===== src/logic/ubw_params.svh =====
// Purpose: Offsets, field positions and counts for the baud generator.
// Assumes: APB with 32-bit data, one word per register.
// Notes:   Register offsets, bit positions and prescale counts follow.
`ifndef UBW_PARAMS_SVH
`define UBW_PARAMS_SVH
`define UBW_OFS_CTRL    8'h00
`define UBW_OFS_DIV_LO  8'h04
`define UBW_OFS_DIV_HI  8'h08
`define UBW_OFS_STATUS  8'h0c
`define UBW_OFS_RXDATA  8'h10
`define UBW_B_S16       0
`define UBW_B_HR        1
`define UBW_B_SYNC      2
`define UBW_B_AUTOBAUD_ENABLE     3
`define UBW_B_WUE       4
`define UBW_B_OVF       5
`define UBW_B_RIF       0
`define UBW_B_IDLE      1
`define UBW_PRE_64      9'h03f
`define UBW_PRE_16      9'h00f
`define UBW_PRE_4       9'h003
`define UBW_PRE_512     9'h1ff
`define UBW_PRE_128     9'h07f
`define UBW_PRE_32      9'h01f
`define UBW_DIV_RST     16'h0000
`define UBW_CAL_START   16'h0001
`define UBW_LAST_RISE   3'h3
`endif


===== src/logic/ubw_pkg.sv =====
// Purpose: Types shared by the baud generator.
// Assumes: Constants live in ubw_params.svh.
// Notes:   One-hot calibration and wake states.
package ubw_pkg;
  typedef enum logic [4:0] {
    ST_IDLE  = 5'h01,
    ST_FALL  = 5'h02,
    ST_RISE1 = 5'h04,
    ST_COUNT = 5'h08,
    ST_WLOW  = 5'h10
  } ubw_state_t;
endpackage


===== src/logic/ubw_baud_gen.sv =====
// Purpose: Baud divider with autobaud calibration and wake on break.
// Assumes: pclk 20 MHz; serial_rx_line is asynchronous.
// Notes:   Registers reached over APB with a registered pready and no wait state.
`timescale 1ns/1ps
`include "ubw_params.svh"
module ubw_baud_gen import ubw_pkg::*; (
  input  wire logic        pclk,
  input  wire logic        presetn,
  input  wire logic        psel,
  input  wire logic        penable,
  input  wire logic        pwrite,
  input  wire logic [7:0]  paddr,
  input  wire logic [31:0] pwdata,
  output logic [31:0]      prdata,
  output logic             pready,
  output logic             pslverr,
  input  wire logic        serial_rx_line,
  input  wire logic        rx_char_valid,
  output logic             baud_tick,
  output logic             receive_int_flag,
  output logic             receiver_idle_flag,
  output logic             rx_hold_idle
);

  // ---------------------------------------------------------------
  // Functions
  // ---------------------------------------------------------------

  // Picks the prescaler terminal count for the mode and phase.
  function automatic logic [8:0] pre_max(input logic s16, input logic hr,
                                         input logic cal);
    logic [1:0] m;
    m = {s16, hr};
    case (m)
      2'b00:   pre_max = cal ? `UBW_PRE_512 : `UBW_PRE_64;
      2'b11:   pre_max = cal ? `UBW_PRE_32 : `UBW_PRE_4;
      default: pre_max = cal ? `UBW_PRE_128 : `UBW_PRE_16;
    endcase
  endfunction

  // ---------------------------------------------------------------
  // Receive line synchroniser
  // ---------------------------------------------------------------

  logic       rx_s1_q, rx_s2_q, rx_s3_q, rx_q;
  logic       rise_ev, fall_ev;

  // Three stages; a level counts once stages two and three agree.
  always_ff @(posedge pclk or negedge presetn) begin
    if (!presetn) begin
      rx_s1_q <= 1'b1;
      rx_s2_q <= 1'b1;
      rx_s3_q <= 1'b1;
      rx_q    <= 1'b1;
    end else begin
      rx_s1_q <= serial_rx_line;
      rx_s2_q <= rx_s1_q;
      rx_s3_q <= rx_s2_q;
      if (rx_s2_q == rx_s3_q) begin
        rx_q <= rx_s3_q;
      end
    end
  end

  // Edges of the filtered line.
  assign rise_ev = rx_s2_q & rx_s3_q & ~rx_q;
  assign fall_ev = ~rx_s2_q & ~rx_s3_q & rx_q;

  // ---------------------------------------------------------------
  // Registers, calibration and wake
  // ---------------------------------------------------------------

  ubw_state_t  st_q, st_d;
  logic        s16_q, s16_d, hr_q, hr_d, sync_q, sync_d;
  logic        autobaud_enable_q, autobaud_enable_d, wue_q, wue_d, ovf_q, ovf_d;
  logic        rif_q, rif_d, idle_q, idle_d, hold_d;
  logic [15:0] div_q, div_d;
  logic [2:0]  rise_q, rise_d;
  logic [8:0]  pre_q, pre_d;
  logic [15:0] cnt_q, cnt_d;
  logic        tick_d, pre_hit, cal, rif_set, wake_on;
  logic        wr, rd, div_wr;
  logic [31:0] rdat_d;
  logic        rdy_d, err_d, mapped;

  assign cal     = (st_q == ST_COUNT);
  assign pre_hit = (pre_q == pre_max(s16_q, hr_q & ~sync_q, cal));
  assign wake_on = wue_q & ~sync_q;
  assign wr      = psel & penable & pwrite & pready;
  assign rd      = psel & penable & ~pwrite & pready;
  assign div_wr  = wr & ((paddr == `UBW_OFS_DIV_LO) | (paddr == `UBW_OFS_DIV_HI));
  assign mapped  = (paddr <= `UBW_OFS_RXDATA) & (paddr[1:0] == 2'b00);

  // Bus decode, control bits, calibration and wake sequencing.
  always_comb begin
    st_d    = st_q;
    s16_d   = s16_q;
    hr_d    = hr_q;
    sync_d  = sync_q;
    autobaud_enable_d = autobaud_enable_q;
    wue_d   = wue_q;
    ovf_d   = ovf_q;
    div_d   = div_q;
    rise_d  = rise_q;
    rif_set = rx_char_valid;
    rdy_d   = psel & ~penable;
    err_d   = psel & ~penable & ~mapped;
    rdat_d  = 32'h0000_0000;
    case (paddr)
      `UBW_OFS_CTRL: begin
        rdat_d[`UBW_B_S16]   = s16_q;
        rdat_d[`UBW_B_HR]    = hr_q;
        rdat_d[`UBW_B_SYNC]  = sync_q;
        rdat_d[`UBW_B_AUTOBAUD_ENABLE] = autobaud_enable_q;
        rdat_d[`UBW_B_WUE]   = wue_q;
        rdat_d[`UBW_B_OVF]   = ovf_q;
      end
      `UBW_OFS_DIV_LO: rdat_d[7:0] = div_q[7:0];
      `UBW_OFS_DIV_HI: rdat_d[7:0] = div_q[15:8];
      `UBW_OFS_STATUS: begin
        rdat_d[`UBW_B_RIF]  = rif_q;
        rdat_d[`UBW_B_IDLE] = idle_q;
      end
      default: rdat_d = 32'h0000_0000;
    endcase
    // Software writes; the divisor belongs to hardware while counting.
    if (wr) begin
      case (paddr)
        `UBW_OFS_CTRL: begin
          s16_d   = pwdata[`UBW_B_S16];
          hr_d    = pwdata[`UBW_B_HR];
          sync_d  = pwdata[`UBW_B_SYNC];
          autobaud_enable_d = pwdata[`UBW_B_AUTOBAUD_ENABLE];
          wue_d   = pwdata[`UBW_B_WUE];
          ovf_d   = ovf_q & pwdata[`UBW_B_OVF];
        end
        `UBW_OFS_DIV_LO: if (st_q == ST_IDLE) div_d[7:0] = pwdata[7:0];
        `UBW_OFS_DIV_HI: if (st_q == ST_IDLE) div_d[15:8] = pwdata[7:0];
        default: ;
      endcase
    end
    // Sequencer; wake takes priority so calibration follows the break.
    case (st_q)
      ST_IDLE: begin
        if (wake_on && fall_ev) begin
          rif_set = 1'b1;
          st_d    = ST_WLOW;
        end else if (!wake_on && autobaud_enable_q) begin
          st_d = ST_FALL;
        end
      end
      ST_FALL: begin
        if (!autobaud_enable_d) st_d = ST_IDLE;
        else if (fall_ev) st_d = ST_RISE1;
      end
      ST_RISE1: begin
        if (!autobaud_enable_d) st_d = ST_IDLE;
        else if (rise_ev) begin
          div_d  = `UBW_CAL_START;
          rise_d = 3'h0;
          st_d   = ST_COUNT;
        end
      end
      ST_COUNT: begin
        if (rise_ev && rise_q == `UBW_LAST_RISE) begin
          autobaud_enable_d = 1'b0;
          rif_set = 1'b1;
          st_d    = ST_IDLE;
        end else if (!autobaud_enable_d) begin
          st_d = ST_IDLE;
        end else begin
          if (rise_ev) rise_d = rise_q + 3'h1;
          if (pre_hit) begin
            div_d = div_q + 16'h0001;
            if (div_q == 16'hffff) begin
              ovf_d   = 1'b1;
              rif_set = 1'b1;
            end
          end
        end
      end
      ST_WLOW: begin
        if (rise_ev) begin
          wue_d = 1'b0;
          st_d  = ST_IDLE;
        end
      end
      default: st_d = ST_IDLE;
    endcase
    // A new event wins over a same-cycle data read.
    rif_d  = rif_set | (rif_q & ~(rd & (paddr == `UBW_OFS_RXDATA)));
    idle_d = (st_d == ST_IDLE) | (st_d == ST_FALL);
    hold_d = (st_d != ST_IDLE) | autobaud_enable_d | (wue_d & ~sync_d);
  end

  // Registers the control, status and bus answer state.
  always_ff @(posedge pclk or negedge presetn) begin
    if (!presetn) begin
      st_q               <= ST_IDLE;
      s16_q              <= 1'b0;
      hr_q               <= 1'b0;
      sync_q             <= 1'b0;
      autobaud_enable_q            <= 1'b0;
      wue_q              <= 1'b0;
      ovf_q              <= 1'b0;
      div_q              <= `UBW_DIV_RST;
      rise_q             <= 3'h0;
      rif_q              <= 1'b0;
      idle_q             <= 1'b1;
      prdata             <= 32'h0000_0000;
      pready             <= 1'b0;
      pslverr            <= 1'b0;
      receive_int_flag   <= 1'b0;
      receiver_idle_flag <= 1'b1;
      rx_hold_idle       <= 1'b0;
    end else begin
      st_q               <= st_d;
      s16_q              <= s16_d;
      hr_q               <= hr_d;
      sync_q             <= sync_d;
      autobaud_enable_q            <= autobaud_enable_d;
      wue_q              <= wue_d;
      ovf_q              <= ovf_d;
      div_q              <= div_d;
      rise_q             <= rise_d;
      rif_q              <= rif_d;
      idle_q             <= idle_d;
      prdata             <= rdat_d;
      pready             <= rdy_d;
      pslverr            <= err_d;
      receive_int_flag   <= rif_d;
      receiver_idle_flag <= idle_d;
      rx_hold_idle       <= hold_d;
    end
  end

  // ---------------------------------------------------------------
  // Baud divider, running only while the sequencer is in ST_IDLE
  // ---------------------------------------------------------------

  // Prescaler then period counter; a divisor write restarts both outside calibration, only the counter while counting.
  always_comb begin
    pre_d  = pre_hit ? 9'h000 : pre_q + 9'h001;
    cnt_d  = cnt_q;
    tick_d = 1'b0;
    if (pre_hit && !cal) begin
      if (s16_q ? (cnt_q == div_q) : (cnt_q[7:0] == div_q[7:0])) begin
        cnt_d  = 16'h0000;
        tick_d = 1'b1;
      end else begin
        cnt_d = cnt_q + 16'h0001;
      end
    end
    // A divisor write restarts the prescaler only at rest. While counting, the write is
    // refused, so the calibration prescale keeps its phase or the count would come short.
    if (div_wr || st_q != ST_IDLE) begin
      pre_d  = cal ? pre_d : 9'h000;
      cnt_d  = 16'h0000;
      tick_d = 1'b0;
    end
  end

  // Registers the divider state and its tick output.
  always_ff @(posedge pclk or negedge presetn) begin
    if (!presetn) begin
      pre_q     <= 9'h000;
      cnt_q     <= 16'h0000;
      baud_tick <= 1'b0;
    end else begin
      pre_q     <= pre_d;
      cnt_q     <= cnt_d;
      baud_tick <= tick_d;
    end
  end
endmodule


===== config.mk =====
export PLATFORM = sky130hd
export DESIGN_NAME = ubw_baud_gen
export DESIGN_NICKNAME = d
export VERILOG_FILES = /design/src/logic/ubw_pkg.sv /design/src/logic/ubw_baud_gen.sv
export VERILOG_INCLUDE_DIRS = /design/src /design/src/logic
export SDC_FILE = /design/constraint.sdc
export NUM_CORES = 1
export LEC_CHECK = 0
export BUFFER_PORTS_ARGS = -buffer_cell sky130_fd_sc_hd__buf_2
export CAP_MARGIN = 20
export CORE_MARGIN = 2
export CORE_UTILIZATION = 51
export DETAILED_ROUTE_END_ITERATION = 8
export PLACE_DENSITY_LB_ADDON = 0.08
export SLEW_MARGIN = 5
export SYNTH_ARGS = -nofsm -noshare
export SYNTH_HDL_FRONTEND = slang
export SYNTH_SLANG_ARGS = --single-unit

===== constraint.sdc =====
create_clock -name pclk -period 2.5 [get_ports pclk]
set_clock_uncertainty 0.05 [all_clocks]
set_input_delay 0.5 -clock pclk [delete_from_list [all_inputs] [get_ports pclk]]
set_output_delay 0.5 -clock pclk [all_outputs]
set_load 0.02 [all_outputs]

==> reports/qor.txt <==
Routed Antenna Nets - 0
clk slew on worst S/H paths - 0.09 ns
final hold viol count - 0
fin cells - 719
DP HPWL - 9.25 mm
first-pass GRT wire length - 20.0 mm
first-pass detailed-route iteration total - 9
htree depth - 3
Net Switching - 1.12 mW
die width - 99.4 um
failing checks - negative setup slack
GRT Util Overall - 25.6%
synthesized area per cell - 9.13 sq um
worst reg2reg path depth - 10
die height - 99.4 um
Area Growth Syn to Fin - 27.1%
gr ovfl total - 0
slew margin rel. - 65.4%
Routability Congestion - 0.918
pwr/cell area - 588 nW/um^2
Max Freq - 388 MHz
initial antenna violation count - 0
critical-path maximum fanout - 8
post-synthesis cell type count - 67
Cell Area, Synth - 4650 sq um
CP Class - reg -> reg
Ys Warns - 0
fin nets - 662
most frequent cells in the layout - dfrtp_1, buf_4, nor2_1, nand2_1, buf_2
unrepaired setup endpoints after global routing - true
n_diodes - 0
Cell Rows - 34
final core utilization - 67.4%
endpoints failing setup - 11
Logic pwr share - 26.8%
Clk pwr share - 33.4%
placed cell areas - 5370 sq um
Tightest Pin Transition - 0.519 ns
total power - 3.47 mW
most common flop cell mapped by yosys - dfrtp_1
CTS Buf Count - 9
worst skew pair latency - 0.36 ns
outcome - finished with violations
Worst Hold Class - in -> async
CP endpoint kind - flip-flop
core area - 8760 sq um
WL/cell - 17.5 um
CTS root buffer - clkbuf_8
worst setup margin - -0.0774 ns
wirelength, routed - 12.6 mm
share of power burned in registers - 39.8%
fraction of layout cells with a size suffix above 1 - 33.1%
slowest CP cell - dfrtp_1
final worst-path cycle share - 103%
cell area after layout - 5900 sq um
CP delay by family, top - compound AO/OA/AOI/OAI gates
register area share after synthesis - 39.5%
WP data required - 2.70 ns
I/O Pins - 85
WP depth - 10
placed insts - 699
initial core utilization - 53.0%
I/O Buffers - 36
Gate Count Post-Synth - 509
Critical Path Source Type - flip-flop
switching share of power - 32.2%
Buf+Inv Stages, Crit Path - 1
worst vdd ir - 320 uV
# hold bufs at CTS - 0
commonest non-fill, non-tap cell in the layout - dfrtp_1
post-synthesis sequential element count - 73
residual DRC count - 0
CP peak stage delay - 0.39 ns
Vias/cell - 5.89
P_leak - 2.74 nW
Fin Setup TNS - -0.454 ns
Int Power - 2.35 mW
max-slew violations - 0
Tmin final - 2.58 ns
CTS tree - built
Filler Cells Inserted - 724
First DRT Iteration DRCs - 281
critical-path cell list - nand2b_4 > ha_4 > nor4_4 > o21a_1 > o22ai_2 > a211o_1 > buf_6 > o211ai_4 > a21boi_1 > a221o_1
Async S/R FF share, synth - 100%
DR vias - 4237
Placement Setup Slack - -0.156 ns
vias in the first global route - 3993
largest net degree at the start of global routing - 38
EDFF count, synth - 0
Max clock buf depth - 2
hold slack - 0.0588 ns
die area - 9890 sq um
Max Cap Violations - 0
CTS sink count - 73
crit path DAT - 2.77 ns
## synthesized netlist by cell type (9+ instances only)
master,n,area (sq um)
dfrtp_1,67,1680
nand2_1,42,158
nor2_1,39,146
o21ai_0,35,175
inv_1,25,93.8
buf_4,24,180
nand3_1,23,115
xor2_1,20,175
a21oi_1,19,95.1
o31ai_1,14,105
clkbuf_1,13,48.8
and3_1,12,75.1
nor4_1,11,68.8
ha_1,9,113
or2_2,9,56.3
## layer usage
layer	vias up	global-route usage, %	wire (um)
li1	1999	-	-
met1	2022	35.3	5500
met2	178	41.7	5980
met3	38	3.09	723
met4	0	9.59	340
met5	-	0	0
## state kept, by name (all words and copies together) (netlist names), 3 cells and up
signal  cells
cnt_q      16
div_q      16
pre_q       9
prdata      8
st_q        5
rise_q      3
## power by group through the flow
stage               clock, mW  combinational (mW)  sequential, mW
detailed placement          0               0.845            1.39
CTS                      1.17               0.864            1.37
global placement            0               0.823            1.39
floorplan                   0               0.506            1.39
finish                   1.16               0.931            1.38
global route             1.22                1.01            1.39
## repair_timing
item	4_1_cts	5_1_grt
endpoints found under the setup margin	31	34
buffers inserted	0	3
resized for setup	21	58
cloned	0	1
pin swaps	11	12
## layout make-up
cell class              count  area, sq um  share of cell area, %
repair buffers            111          798                   13.5
well taps                 108          135                   2.29
flip-flops and latches     73         1830                   31.1
multi-input cells         386         2800                   47.4
inverters                  25         93.8                   1.59
clock inverters             6          115                   1.95
clock buffers              10          128                   2.16
## worst paths after layout
check                      endpoint  slack, ns      startpoint
min                        pre_q[7]       0.06         presetn
max reg2reg                div_q[5]      -0.08          sync_q
min reg2reg                 rx_s2_q       0.32         rx_s1_q
max in group asynchronous    idle_q       1.70         presetn
min in group pclk           rx_s1_q       0.18  serial_rx_line
max                        div_q[5]      -0.08          sync_q
## kinds of logic after synthesis
logic type	share of synthesized area, %
DFF	39.5
xor gates and xnor gates	5.28
other	0.0807
buffers and inverters	8.91
muxes	3.02
adders and majority gates	2.42
and+or+nand+nor	22.7
AOI/OAI and AO/OA	18.1
Note: power is estimated with default switching activity, not from simulation.
